$ cat src/inc/tbpwm_pkg.sv
// Purpose: constants and types for the timer-based pwm with bridge modes
// Assumes: 32-bit avalon-mm register bus, one aligned word per register
// Notes:   register byte offsets and reset values live here only
package tbpwm_pkg;

   // register byte offsets
   localparam logic [4:0] TBPWM_OFF_CTRL   = 5'h00; // channel_control_reg
   localparam logic [4:0] TBPWM_OFF_DUTY   = 5'h04; // duty_upper_reg
   localparam logic [4:0] TBPWM_OFF_SHADOW = 5'h08; // duty_shadow_reg
   localparam logic [4:0] TBPWM_OFF_PERIOD = 5'h0C; // period_value
   localparam logic [4:0] TBPWM_OFF_TCTRL  = 5'h10; // period_timer_control
   localparam logic [4:0] TBPWM_OFF_TCOUNT = 5'h14; // period_timer_count
   localparam logic [4:0] TBPWM_OFF_DBAND  = 5'h18; // deadband_control_reg
   localparam logic [4:0] TBPWM_OFF_MISC   = 5'h1C; // sleep, pin direction, status

   // field positions
   localparam int TBPWM_CTRL_MODE_LO = 6;  // output_mode_field 7:6
   localparam int TBPWM_CTRL_DLOW_LO = 4;  // duty_low_bits 5:4
   localparam int TBPWM_TCTRL_RUN    = 2;  // timer_run_bit
   localparam int TBPWM_MISC_SLEEP   = 0;
   localparam int TBPWM_MISC_DIR_LO  = 4;  // pin_direction_bit a..d at 7:4
   localparam int TBPWM_MISC_MATCH   = 8;  // timer_match_flag, write 1 clears

   // reset values
   localparam logic [7:0] TBPWM_RST_CTRL   = 8'h00;
   localparam logic [7:0] TBPWM_RST_DUTY   = 8'h00;
   localparam logic [7:0] TBPWM_RST_PERIOD = 8'hFF;
   localparam logic [6:0] TBPWM_RST_TCTRL  = 7'h00;
   localparam logic [7:0] TBPWM_RST_DBAND  = 8'h00;
   localparam logic [3:0] TBPWM_RST_DIR    = 4'hF; // all pins input

   // timing: one timer tick is four oscillator periods at prescale 1:1
   localparam int TBPWM_OSC_PER_TICK = 4;
   localparam logic [1:0] TBPWM_PHASE_LAST = 2'(TBPWM_OSC_PER_TICK - 1);

   // output_mode_field encodings
   typedef enum logic [1:0] {
      TBPWM_MODE_SINGLE = 2'b00,
      TBPWM_MODE_FWD    = 2'b01,
      TBPWM_MODE_HALF   = 2'b10,
      TBPWM_MODE_REV    = 2'b11
   } tbpwm_mode_t;

   // start-up state of the generator
   typedef enum logic [2:0] {
      TBPWM_ST_OFF  = 3'b001,
      TBPWM_ST_WAIT = 3'b010,
      TBPWM_ST_RUN  = 3'b100
   } tbpwm_state_t;

   // four bridge outputs travel together
   typedef struct packed {
      logic d;
      logic c;
      logic b;
      logic a;
   } tbpwm_pins_t;

endpackage : tbpwm_pkg

$ cat src/hdl/tbpwm_top.sv
// Purpose: timer-based pwm generator with single, half and full bridge outputs
// Assumes: 50 MHz i_clk is the oscillator; avalon-mm slave, waitrequest one cycle
// Notes:   pins are driven through output enables gated by direction bits
// What this block does
// - period is (period+1) times 4 times prescale
// - period match clears timer, sets pin, loads shadow
// - duty is 10 bits: upper reg plus bits 5:4
// - duty writable anytime, shadow loads at match only
// - shadow plus 2-bit latch double buffer duty
// - time base is timer plus two low bits
// - time base equal to duty clears pin
// - high time is duty times osc times prescale
// - duty beyond period leaves output unchanged
// - prescaler divides by 1, 4 or 16
// - resolution reaches 10 bits at period 255
// - sleep freezes timer, prescaler and dead band and holds pins
// - reset restores registers, pins become inputs
// - mode field selects single, half, full bridge
// - polarity selected by channel mode field
// - dead band is 4 oscillator periods per count
// - enable waits for new period before output
// - zero control register releases the pin
// - unused outputs stay free for other functions
// - full bridge forward and reverse pin roles
// - half bridge complement with dead band
`timescale 1ns/1ps
module tbpwm_top
   import tbpwm_pkg::*;
(
   // clock and reset
   input  wire logic        i_clk,
   input  wire logic        i_rstn,
   // avalon-mm slave
   input  wire logic [4:0]  i_address,
   input  wire logic        i_read,
   input  wire logic        i_write,
   input  wire logic [31:0] i_writedata,
   input  wire logic [3:0]  i_byteenable,
   output logic      [31:0] o_readdata,
   output logic             o_waitrequest,
   // pwm pins
   output tbpwm_pins_t      o_pin_out,
   output tbpwm_pins_t      o_pin_oe
);

   // registers
   logic [7:0]    ctrl_q;      // mode 7:6, duty low 5:4, channel mode 3:0
   logic [7:0]    duty_q;
   logic [7:0]    shadow_q;
   logic [1:0]    latch_q;
   logic [7:0]    period_q;
   logic [6:0]    tctrl_q;     // postscale 6:3, run 2, prescale 1:0
   logic [7:0]    tcount_q;
   logic [7:0]    dband_q;
   logic [3:0]    dir_q;
   logic          sleep_q;
   logic          match_q;
   logic [3:0]    pre_q;       // prescale counter (clock phase lives in it too)
   logic [1:0]    sub_q;       // extra divide by four for 1:16, time base low bits there
   logic          wait_q;
   logic [31:0]   rdata_q;
   tbpwm_state_t  state_q;
   logic          raw_q;       // modulated pwm before steering
   logic [6:0]    dba_q;       // dead band counters for a and b
   logic [6:0]    dbb_q;
   tbpwm_pins_t   out_q;
   tbpwm_pins_t   oe_q;

   // decoded strobes
   logic          wr_go;
   logic          rd_go;
   logic          run;
   logic [3:0]    pre_last;
   logic          tick;
   logic          step;        // edge at which the 10-bit time base advances
   logic          wrap;
   logic [9:0]    tbase;
   logic [9:0]    duty10;
   logic          active;
   logic          low_act;
   tbpwm_mode_t   mode;

   // prescale counter last value: 00 -> 1:1, 01 -> 1:4, 1x -> 1:16
   function automatic logic [3:0] pre_limit(input logic [1:0] sel);
      case (sel)
         2'b00:   pre_limit = 4'h3;
         2'b01:   pre_limit = 4'hF;
         default: pre_limit = 4'hF;
      endcase
   endfunction : pre_limit

   // a write of the low byte lane to a given offset
   function automatic logic wr_hit(input logic go, input logic [4:0] a, input logic [4:0] off,
                                   input logic be);
      wr_hit = go && (a == off) && be;
   endfunction : wr_hit

   assign wr_go  = i_write && !o_waitrequest;
   assign rd_go  = i_read && !o_waitrequest;
   assign run    = tctrl_q[TBPWM_TCTRL_RUN] && !sleep_q;
   assign active = (ctrl_q[3:2] == 2'b11);                                      // pwm modes 11xx
   assign mode   = tbpwm_mode_t'(ctrl_q[7:6]);
   assign low_act = ctrl_q[1];
   // one oscillator period per prescale unit; 1:16 really counts 4*16=64 - see below
   assign pre_last = pre_limit(tctrl_q[1:0]);
   assign tick   = run && (pre_q == pre_last) && (tctrl_q[1] ? sub_q == 2'b11 : 1'b1);
   assign wrap   = tick && (tcount_q == period_q);
   // time base low bits: clock phase at 1:1, prescaler bits otherwise
   // one low-bit step is one oscillator period times the prescale factor
   assign tbase  = {tcount_q, (tctrl_q[1:0] == 2'b00) ? pre_q[1:0] :
                              (tctrl_q[1] ? sub_q : pre_q[3:2])};
   assign step   = run && ((tctrl_q[1:0] == 2'b00) ? 1'b1 :
                           (tctrl_q[1] ? (pre_q == pre_last) : (pre_q[1:0] == 2'b11)));
   assign duty10 = {shadow_q, latch_q};

   // extra divide by four for the 1:16 setting
   always_ff @(posedge i_clk or negedge i_rstn) begin
      if (!i_rstn) begin
         sub_q <= 2'b00;
      end else if (run && tctrl_q[1] && pre_q == pre_last) begin
         sub_q <= sub_q + 2'b01;
      end
   end

   // prescaler and period timer
   always_ff @(posedge i_clk or negedge i_rstn) begin
      if (!i_rstn) begin
         pre_q    <= 4'h0;
         tcount_q <= 8'h00;
      end else if (wr_hit(wr_go, i_address, TBPWM_OFF_TCOUNT, i_byteenable[0])) begin
         tcount_q <= i_writedata[7:0];
         pre_q    <= 4'h0;
      end else if (run) begin
         pre_q <= (pre_q == pre_last) ? 4'h0 : pre_q + 4'h1;
         if (wrap) begin
            tcount_q <= 8'h00;
         end else if (tick) begin
            tcount_q <= tcount_q + 8'h01;
         end
      end
   end

   // duty shadow loads only at period match, read-only to software
   always_ff @(posedge i_clk or negedge i_rstn) begin
      if (!i_rstn) begin
         shadow_q <= TBPWM_RST_DUTY;
         latch_q  <= 2'b00;
      end else if (wrap) begin
         shadow_q <= duty_q;
         latch_q  <= ctrl_q[TBPWM_CTRL_DLOW_LO +: 2];
      end
   end

   // start-up: wait for the next period boundary before modulating
   always_ff @(posedge i_clk or negedge i_rstn) begin
      if (!i_rstn) begin
         state_q <= TBPWM_ST_OFF;
      end else begin
         case (state_q)
            TBPWM_ST_OFF:  if (active) state_q <= TBPWM_ST_WAIT;
            TBPWM_ST_WAIT: if (!active) state_q <= TBPWM_ST_OFF;
                           else if (wrap) state_q <= TBPWM_ST_RUN;
            TBPWM_ST_RUN:  if (!active) state_q <= TBPWM_ST_OFF;
            default:       state_q <= TBPWM_ST_OFF;
         endcase
      end
   end

   // raw pwm: set at match unless duty zero, cleared on time base equal
   always_ff @(posedge i_clk or negedge i_rstn) begin
      if (!i_rstn) begin
         raw_q <= 1'b0;
      end else if (!active) begin
         raw_q <= 1'b0;
      end else if (wrap && (state_q != TBPWM_ST_OFF)) begin
         raw_q <= ({duty_q, ctrl_q[5:4]} != 10'h000);
      // clear on the step that brings the time base to the duty value, so the
      // pin is high for exactly duty steps
      end else if (step && state_q == TBPWM_ST_RUN && tbase + 10'h001 == duty10) begin
         raw_q <= 1'b0;
      end
   end

   // dead band: counts ticks of 4 oscillator periods, a after each rising edge, b after each falling edge
   always_ff @(posedge i_clk or negedge i_rstn) begin
      if (!i_rstn) begin
         dba_q <= 7'h00;
         dbb_q <= 7'h00;
      end else if (run) begin
         dba_q <= !raw_q ? 7'h00 : (pre_q[1:0] == TBPWM_PHASE_LAST && dba_q != dband_q[6:0]) ? dba_q + 7'h01 : dba_q;
         dbb_q <= raw_q ? 7'h00 : (pre_q[1:0] == TBPWM_PHASE_LAST && dbb_q != dband_q[6:0]) ? dbb_q + 7'h01 : dbb_q;
      end
   end

   // output steering by mode with polarity, frozen in sleep
   always_ff @(posedge i_clk or negedge i_rstn) begin
      if (!i_rstn) begin
         out_q <= '0;
      end else if (!sleep_q) begin
         tbpwm_pins_t p;
         p = '0;
         case (mode)
            TBPWM_MODE_SINGLE: p.a = raw_q;
            TBPWM_MODE_HALF: begin
               p.a = raw_q && (dba_q == dband_q[6:0]);
               p.b = !raw_q && (dbb_q == dband_q[6:0]) && state_q == TBPWM_ST_RUN;
            end
            TBPWM_MODE_FWD: begin
               p.a = (state_q == TBPWM_ST_RUN);
               p.d = raw_q;
            end
            TBPWM_MODE_REV: begin
               p.c = (state_q == TBPWM_ST_RUN);
               p.b = raw_q;
            end
            default: p = '0;
         endcase
         out_q.a <= p.a ^ (low_act && active);
         out_q.b <= p.b ^ (low_act && active);
         out_q.c <= p.c ^ (low_act && active);
         out_q.d <= p.d ^ (low_act && active);
      end
   end

   // output enables: only pins used by the mode and released by direction
   always_ff @(posedge i_clk or negedge i_rstn) begin
      if (!i_rstn) begin
         oe_q <= '0;
      end else if (!sleep_q) begin
         oe_q.a <= active && !dir_q[0];
         oe_q.b <= active && !dir_q[1] && (mode != TBPWM_MODE_SINGLE);
         oe_q.c <= active && !dir_q[2] && (mode == TBPWM_MODE_FWD || mode == TBPWM_MODE_REV);
         oe_q.d <= active && !dir_q[3] && (mode == TBPWM_MODE_FWD || mode == TBPWM_MODE_REV);
      end
   end

   // software registers
   always_ff @(posedge i_clk or negedge i_rstn) begin
      if (!i_rstn) begin
         ctrl_q   <= TBPWM_RST_CTRL;
         duty_q   <= TBPWM_RST_DUTY;
         period_q <= TBPWM_RST_PERIOD;
         tctrl_q  <= TBPWM_RST_TCTRL;
         dband_q  <= TBPWM_RST_DBAND;
         dir_q    <= TBPWM_RST_DIR;
         sleep_q  <= 1'b0;
      end else begin
         if (wr_hit(wr_go, i_address, TBPWM_OFF_CTRL, i_byteenable[0]))   ctrl_q   <= i_writedata[7:0];
         if (wr_hit(wr_go, i_address, TBPWM_OFF_DUTY, i_byteenable[0]))   duty_q   <= i_writedata[7:0];
         if (wr_hit(wr_go, i_address, TBPWM_OFF_PERIOD, i_byteenable[0])) period_q <= i_writedata[7:0];
         if (wr_hit(wr_go, i_address, TBPWM_OFF_TCTRL, i_byteenable[0]))  tctrl_q  <= i_writedata[6:0];
         if (wr_hit(wr_go, i_address, TBPWM_OFF_DBAND, i_byteenable[0]))  dband_q  <= i_writedata[7:0];
         if (wr_hit(wr_go, i_address, TBPWM_OFF_MISC, i_byteenable[0])) begin
            sleep_q <= i_writedata[TBPWM_MISC_SLEEP];
            dir_q   <= i_writedata[TBPWM_MISC_DIR_LO +: 4];
         end
      end
   end

   // timer match flag: set wins over a write-one clear
   always_ff @(posedge i_clk or negedge i_rstn) begin
      if (!i_rstn) begin
         match_q <= 1'b0;
      end else if (wrap) begin
         match_q <= 1'b1;
      end else if (wr_go && i_address == TBPWM_OFF_MISC && i_byteenable[1] &&
                   i_writedata[TBPWM_MISC_MATCH]) begin
         match_q <= 1'b0;
      end
   end

   // bus handshake: waitrequest drops for one cycle per request
   always_ff @(posedge i_clk or negedge i_rstn) begin
      if (!i_rstn) begin
         wait_q <= 1'b1;
      end else begin
         wait_q <= !((i_read || i_write) && wait_q);
      end
   end
   assign o_waitrequest = wait_q;

   // read data registered when the request is seen, unmapped reads zero
   always_ff @(posedge i_clk or negedge i_rstn) begin
      if (!i_rstn) begin
         rdata_q <= 32'h0000_0000;
      end else if (i_read && wait_q) begin
         case (i_address)
            TBPWM_OFF_CTRL:   rdata_q <= {24'h00_0000, ctrl_q};
            TBPWM_OFF_DUTY:   rdata_q <= {24'h00_0000, duty_q};
            TBPWM_OFF_SHADOW: rdata_q <= {24'h00_0000, shadow_q};
            TBPWM_OFF_PERIOD: rdata_q <= {24'h00_0000, period_q};
            TBPWM_OFF_TCTRL:  rdata_q <= {25'h000_0000, tctrl_q};
            TBPWM_OFF_TCOUNT: rdata_q <= {24'h00_0000, tcount_q};
            TBPWM_OFF_DBAND:  rdata_q <= {24'h00_0000, dband_q};
            TBPWM_OFF_MISC:   rdata_q <= {23'h00_0000, match_q, dir_q, 3'b000, sleep_q};
            default:          rdata_q <= 32'h0000_0000;
         endcase
      end
   end
   assign o_readdata = rdata_q;
   assign o_pin_out  = out_q;
   assign o_pin_oe   = oe_q;

   // checks
   chk_timer_wrap: assert property (@(posedge i_clk) disable iff (!i_rstn)
      wrap |=> tcount_q == 8'h00) else $error("timer not cleared at match");
   chk_shadow_load: assert property (@(posedge i_clk) disable iff (!i_rstn)
      wrap |=> shadow_q == $past(duty_q)) else $error("shadow not loaded");
   chk_shadow_hold: assert property (@(posedge i_clk) disable iff (!i_rstn)
      !wrap |=> $stable(shadow_q)) else $error("shadow changed off match");
   chk_sleep_freeze: assert property (@(posedge i_clk) disable iff (!i_rstn)
      sleep_q && $past(sleep_q) |=> $stable(tcount_q) && $stable(out_q)) else $error("sleep not frozen");
   chk_zero_release: assert property (@(posedge i_clk) disable iff (!i_rstn)
      ctrl_q == 8'h00 |=> oe_q == '0) else $error("pin not released");
   chk_single_free: assert property (@(posedge i_clk) disable iff (!i_rstn)
      mode == TBPWM_MODE_SINGLE |=> !oe_q.b && !oe_q.c && !oe_q.d) else $error("unused pin driven");
   chk_dir_gate: assert property (@(posedge i_clk) disable iff (!i_rstn)
      dir_q[0] |=> !oe_q.a) else $error("pin driven while input");
   chk_time_clear: assert property (@(posedge i_clk) disable iff (!i_rstn)
      active && step && state_q == TBPWM_ST_RUN && tbase + 10'h001 == duty10 && !wrap |=> !raw_q)
      else $error("pwm not cleared at duty");
   chk_startup_hold: assert property (@(posedge i_clk) disable iff (!i_rstn)
      state_q == TBPWM_ST_OFF |=> !raw_q) else $error("partial waveform");

   // period match starts a pulse unless the duty is zero
   chk_wrap_set: assert property (@(posedge i_clk) disable iff (!i_rstn)
      wrap && active && state_q != TBPWM_ST_OFF && {duty_q, ctrl_q[5:4]} != 10'h000 |=> raw_q)
      else $error("pulse not started at match");
   chk_zero_duty: assert property (@(posedge i_clk) disable iff (!i_rstn)
      wrap && {duty_q, ctrl_q[5:4]} == 10'h000 |=> !raw_q)
      else $error("pulse started with zero duty");

   // waiting for the first period keeps the generator quiet
   chk_wait_quiet: assert property (@(posedge i_clk) disable iff (!i_rstn)
      state_q == TBPWM_ST_WAIT |-> !raw_q)
      else $error("output before first period");

   // duty beyond the period never clears the pulse
   chk_long_duty: assert property (@(posedge i_clk) disable iff (!i_rstn)
      active && raw_q && !wrap && duty10 > {period_q, 2'b11} |=> raw_q)
      else $error("pulse cleared with duty beyond period");

   // half bridge: the two outputs are never active together
   chk_half_excl: assert property (@(posedge i_clk) disable iff (!i_rstn)
      mode == TBPWM_MODE_HALF && !low_act && !sleep_q |=> !(out_q.a && out_q.b))
      else $error("half bridge overlap");

   // dead band keeps output a inactive until its count is reached
   chk_dband_hold: assert property (@(posedge i_clk) disable iff (!i_rstn)
      mode == TBPWM_MODE_HALF && !low_act && !sleep_q && dba_q != dband_q[6:0] |=> !out_q.a)
      else $error("dead band too short");

   // full bridge pin roles while running
   chk_fwd_roles: assert property (@(posedge i_clk) disable iff (!i_rstn)
      mode == TBPWM_MODE_FWD && state_q == TBPWM_ST_RUN && !low_act && !sleep_q
      |=> out_q.a && !out_q.b && !out_q.c)
      else $error("forward pin roles wrong");
   chk_rev_roles: assert property (@(posedge i_clk) disable iff (!i_rstn)
      mode == TBPWM_MODE_REV && state_q == TBPWM_ST_RUN && !low_act && !sleep_q
      |=> out_q.c && !out_q.a && !out_q.d)
      else $error("reverse pin roles wrong");

   // waitrequest is low for a single cycle per transfer
   chk_bus_single: assert property (@(posedge i_clk) disable iff (!i_rstn)
      !o_waitrequest |=> o_waitrequest)
      else $error("waitrequest low too long");

   cov_sleep_hold: cover property (@(posedge i_clk) sleep_q && oe_q.a);
   cov_full_fwd: cover property (@(posedge i_clk) mode == TBPWM_MODE_FWD && out_q.d);
   cov_half: cover property (@(posedge i_clk) mode == TBPWM_MODE_HALF && out_q.b);
   cov_wrap_run: cover property (@(posedge i_clk) wrap && state_q == TBPWM_ST_RUN);

endmodule : tbpwm_top

$ cat config.mk
export PLATFORM = sky130hd
export DESIGN_NAME = tbpwm_top
export DESIGN_NICKNAME = d
export VERILOG_FILES = /design/src/inc/tbpwm_pkg.sv /design/src/hdl/tbpwm_top.sv
export SDC_FILE = /design/constraint.sdc
export NUM_CORES = 1
export LEC_CHECK = 0
export ABC_AREA = 1
export BUFFER_PORTS_ARGS = -buffer_cell sky130_fd_sc_hd__buf_2
export CORE_MARGIN = 1.5
export CORE_UTILIZATION = 54
export CTS_BUF_LIST = sky130_fd_sc_hd__clkbuf_2 sky130_fd_sc_hd__clkbuf_4 sky130_fd_sc_hd__clkbuf_8
export DETAILED_ROUTE_END_ITERATION = 6
export PLACE_DENSITY = 0.79
export SYNTH_ARGS = -nofsm -noshare
export SYNTH_HDL_FRONTEND = slang
export SYNTH_SLANG_ARGS = --single-unit
$ cat constraint.sdc
create_clock -name i_clk -period 2.1 [get_ports i_clk]
set_input_delay 0.42 -clock i_clk [delete_from_list [all_inputs] [get_ports i_clk]]
set_output_delay 0.42 -clock i_clk [all_outputs]
set_load 0.05 [all_outputs]
* Yosys cells after proc, flatten, opt, wreduce, memory -nomap -nowiden
Cells that the tools add are included.
Word-level totals: register bits 128, bits of input ports 45, output and inout port bits 41, word-level logic and storage cells 167
Cells by class: eq/ne operators 29, bitwise gates (word level) 4, muxes and demuxes 36, add/sub/neg operators 6, reductions and logical operators 65
Operator list (count):
- $pmux 9 s8 | 1
- $logic_and 1x1->1 | 42
- $mux 8 | 4
- $mux 7 | 4
- $eq 5x5->1 const B | 4
- $mux 4 | 4
- $add 7x1->7 const B | 2
- $eq 7x7->1 | 2
- $mux 1 | 14
- $ne 7x7->1 | 2
- $mux 3 | 4
- $add 10x1->10 const B | 1
- $eq 10x10->1 | 1
- $eq 2x2->1 const B | 5
- $eq 5x4->1 const B | 2
- $reduce_bool 10->1 | 1
- $pmux 3 s3 | 1
- $add 8x1->8 const B | 1
- $eq 8x8->1 | 1
- $logic_not 1->1 | 8
- $reduce_bool 2->1 | 4
- $ne 3x1->1 const B | 2
- $reduce_and 2->1 | 3
- $eq 5x3->1 const B | 1
- 19 further kinds | 26

* Logic depth before layout (Yosys ltp)
word-level depth 11, depth in mapped cells 18, mapped depth without buffers 17

* Least setup slack after synthesis
OpenSTA, ideal clock, no wires.
kind flip-flop to flip-flop, start point register tctrl_q[1], end point register raw_q, slack 140 ps, buffers on the path 1, data arrival time 1843 ps, stages on the path, launching flop included 17, library setup time 117 ps, period minus slack after synthesis 1960 ps, path through dfrtp_1 buf_6 nor2_2 nand2_1 nand3_1 inv_2 ha_1 nand2_1 nand3_1 nor2_1 nand3_1 nor2_1 nand2_1 nor2_1 nand3_1 nand2_1 nand2_1
On the way: cells in the longest elaborated chain, start to end 9, elaborated cells between the ends (all ways) 20
Ends and longest elaborated chain:
- from (decl) | line tbpwm_top.sv:52 | logic [6:0] tctrl_q;
- from (signal assigned) | line tbpwm_top.sv:251 | if (wr_hit(wr_go, i_address, TBPWM_OFF_TCTRL, i_byteenable[0])) tctrl_q <= i_writedata[6:0];
- parallel branches: the longest is 9 deep, another holds $add 10x1->10
- to (signal assigned) | line tbpwm_top.sv:176 | raw_q <= ({duty_q, ctrl_q[5:4]} != 10'h000);
- to (decl) | line tbpwm_top.sv:63 | logic raw_q;
Several ways; the timed one is not identified. A chain may end at the register's enable or synchronous reset.

* Worst setup path in the final report
start point register tctrl_q[0], end point register raw_q
On the way: cells in the longest elaborated chain, start to end 9, elaborated cells between the ends (all ways) 18
Ends and longest elaborated chain (line):
- $logic_not 2->1 * | tbpwm_top.sv:85, tbpwm_top.sv:110, tbpwm_top.sv:112
- parallel branches: the longest is 8 deep, another holds $add 10x1->10
Every way passes the cells marked *.

==> results.sh <==
export IMPL_outcome="finished clean"
export IMPL_critPathMaxStageDelay_ps=470
export IMPL_start_util_pct=55.62
export IMPL_seqPwrFrac_pct=48.9
export IMPL_drc=0
export IMPL_p_per_area_nw_per_um2=746.8
export IMPL_cp_max_fo=6
export IMPL_place_area_um2=6346
export IMPL_port_buffers=37
export IMPL_yosys_area_share_simple_pct=27.36
export IMPL_synth_distinct_cells=44
export IMPL_synth_xor_area_share_pct=5.062
export IMPL_grt_overflow=0
export IMPL_setup_viol=0
export IMPL_power_switching_mw=1.782
export IMPL_ir_drop_v=0.0006406
export IMPL_synth_fa_ha_area_share_pct=1.240
export IMPL_p_leak_nw=3.286
export IMPL_clock_latency_ps=390
export IMPL_pin_count=86
export IMPL_fin_crit_sh_pct=96.94
export IMPL_final_nets=883
export IMPL_grt_pass1_vias=4854
export IMPL_syn_inst=786
export IMPL_p_clk_share_pct=25.4
export IMPL_p_sw_share_pct=36.19
export IMPL_finClkSkew_ps=10.50
export IMPL_numClockSinks=105
export IMPL_p_int_mw=3.142
export IMPL_root_buffer="clkbuf_8"
export IMPL_min_path_type="input port to async pin"
export IMPL_grt_pass1_wl_mm=24.58
export IMPL_fin_crit_ps=2036
export IMPL_clockBufferDepth=2
export IMPL_cap_violations=0
export IMPL_gp_congestion=0.9322
export IMPL_utilization_pct=60.56
export IMPL_cp_data_required_time_ps=2400
export IMPL_cts_tree="done"
export IMPL_syn_avg_cell_area_um2=7.705
export IMPL_routedWlPerCell_um=15.62
export IMPL_cts_made_buffers=9
export IMPL_die_area_um2=11860
export IMPL_holdWs_ps=70.07
export IMPL_synth_top_family_by_area="simple AND/OR/NAND/NOR gates"
export IMPL_crit_type="flip-flop to flip-flop"
export IMPL_drv_slew=0
export IMPL_grt_max_degree=106
export IMPL_final_cell_count_no_fill=977
export IMPL_tightest_slew_ps=560.1
export IMPL_reg2reg_slack_ps=60
export IMPL_layout_commonest_cell="nand2_1"
export IMPL_design_area_um2=6594
export IMPL_postRouteAntennaNets=0
export IMPL_seq_area_um2=2649
export IMPL_die_h_um=108.9
export IMPL_vias=5338
export IMPL_drive_gt1_share_pct=15.17
export IMPL_post_place_cells=959
export IMPL_grt_antenna_before_repair=0
export IMPL_die_w_um=108.9
export IMPL_yosysSeqAreaShare_pct=43.68
export IMPL_cpMostUsedCell="nand2_1"
export IMPL_syn_to_final_growth_pct=8.884
export IMPL_rsz0062_at_grt="yes"
export IMPL_synth_mux_area_share_pct=0
export IMPL_netlist_area_um2=6056
export IMPL_crit_path_top_delay_cell="dfrtp_2"
export IMPL_crit_chain="nor2_4 > nand2_2 > nand2_1 > nor2_4 > ha_4 > inv_2 > nand2_1 > nand3_1 > nor2_1 > nand3_1 > nor2_1 > nand2_1 > nor2_1 > nand3_1 > nand2_1 > nand2_1"
export IMPL_crit_arrival_ps=2330
export IMPL_finalHoldViolCount=0
export IMPL_p_comb_share_pct=25.7
export IMPL_critPathLaunchType="flip-flop"
export IMPL_final_cell_mix="nand2_1, dfrtp_1, inv_1"
export IMPL_synth_seq_cells=105
export IMPL_dr_pass1_iters=5
export IMPL_row_count=38
export IMPL_postCtsHoldBufs=0
export IMPL_wl_mm=15.26
export IMPL_cts_clk_slew_worst_paths_ps=110
export IMPL_grt_usage_pct=27.69
export IMPL_drt_iter0_markers=444
export IMPL_ys_warn_count=0
export IMPL_maxSlewHeadroom_pct=62.66
export IMPL_core_area_um2=10890
export IMPL_synth_compound_area_share_pct=12.02
export IMPL_ctsHtreeMaxLevel=3
export IMPL_multi_input_area_um2=2890
export IMPL_n_antenna_cell=0
export IMPL_fillers=980
export IMPL_post_drt_via_cell_ratio=5.464
export IMPL_max_freq_mhz=491.2
export IMPL_dp_hpwl_mm=11.08
export IMPL_end_kind="flip-flop"
==> layout make-up <==
| class | count | area share, % |
|---|---|---|
| flip-flops and latches | 105 | 40.17 |
| clock buffers | 11 | 2.201 |
| repair buffers | 53 | 4.858 |
| multi-input cells | 565 | 43.83 |
| inverters | 98 | 5.579 |
| clock inverters | 5 | 0.7021 |
| well taps | 140 | 2.657 |
==> what timing repair did <==
item	CTS	global route
setup endpoints to repair	1	1
gates cloned	0	0
pin swaps	0	7
setup buffers	0	2
gates resized for setup	1	12
==> metrics by stage <==
stage	setup slack (ps)	power (mW)	setup TNS [ps]
after floorplan	139.9	3.286	0
after global placement	72.27	3.581	0
after detailed placement	46.44	3.610	0
after CTS	16.75	4.857	0
after global routing	-96.98	5.204	-96.98
final	64.30	4.924	0
==> sequential cells by signal, indices dropped and copies added, names as in the netlist <==
name	flops
o_readdata	9
ctrl_q	8
dband_q	8
duty_q	8
period_q	8
shadow_q	8
tcount_q	8
dba_q	7
dbb_q	7
tctrl_q	7
dir_q	4
o_pin_oe	4
o_pin_out	4
pre_q	4
state_q	3
latch_q	2
sub_q	2
match_q	1
o_waitrequest	1
raw_q	1
sleep_q	1
==> power groups by stage <==
| stage | combinational, mW | sequential [mW] | clock [mW] |
|---|---|---|---|
| 6_report | 1.26 | 2.41 | 1.25 |
| 3_3_place_gp | 1.15 | 2.43 | 0 |
| 2_1_floorplan | 0.878 | 2.41 | 0 |
| 3_5_place_dp | 1.18 | 2.43 | 0 |
| 4_1_cts | 1.19 | 2.40 | 1.27 |
| 5_1_grt | 1.43 | 2.43 | 1.34 |
==> per-layer routing <==
| metal | share of wire, % | global-route usage [%] | vias to the layer above | wire length, um |
|---|---|---|---|---|
| met2 | 46 | 42.19 | 205 | 6964 |
| met1 | 44 | 37.18 | 2511 | 6656 |
| met5 | 0 | 0 | - | 0 |
| met4 | 3.8 | 13.44 | 0 | 573 |
| li1 | - | - | 2585 | - |
| met3 | 7.0 | 6.455 | 37 | 1064 |
==> worst max-delay path: cells and delay by family, from the launching register on <==
family	cells	cell delay, ps
and+or+nand+nor	14	1180
DFF	1	470
adders and majority gates	1	260
buffers and inverters	1	30
==> Yosys cell counts (all sizes together) <==
master / instances / share of area (%)
o2111ai: 1 / 0.14
nand3b: 1 / 0.12
xor2: 22 / 3.2
dfrtp: 91 / 38
ha: 6 / 1.2
o21a: 1 / 0.12
dfstp: 14 / 6.1
buf: 36 / 4.2
o221ai: 5 / 0.72
xnor2: 13 / 1.9
inv: 96 / 6.0
nand2: 236 / 15
conb: 1 / 0.062
or2: 1 / 0.10
clkinv: 2 / 0.12
o32ai: 1 / 0.14
nand4: 20 / 2.2
nor4: 3 / 0.31
clkbuf: 4 / 0.27
nor3: 7 / 0.66
o21bai: 4 / 0.50
o21ai: 92 / 7.9
nor2: 45 / 3.7
o2bb2ai: 1 / 0.14
o211ai: 3 / 0.37
nand3: 59 / 5.2
a21oi: 10 / 0.83
o22ai: 10 / 1.0
a31oi: 1 / 0.10
==> path summary, 6_finish.rpt <==
check,startpoint,endpoint,cells past startpoint
setup / recovery,tctrl_q[0]$_DFFE_PN0P_,raw_q$_DFFE_PN0P_,16
hold / removal,i_rstn,tcount_q[3]$_DFFE_PN0P_,2
setup reg to reg,tctrl_q[0]$_DFFE_PN0P_,raw_q$_DFFE_PN0P_,16
hold reg to reg,state_q[0]$_DFFE_PN1P_,state_q[0]$_DFFE_PN1P_,2
max in group asynchronous,i_rstn,dir_q[1]$_DFFE_PN1P_,2
min in group i_clk,i_read,o_waitrequest$_DFF_PN1_,2
==> cells by family after synthesis <==
group,count (synthesis)
adder cells (fa/ha/maj),6
AND/OR/NAND/NOR,372
XOR/XNOR,35
AO/OA/AOI/OAI,129
other,1
buffers and inverters,138
flip-flops,105
No activity file was read; power rests on OpenSTA's default activity.
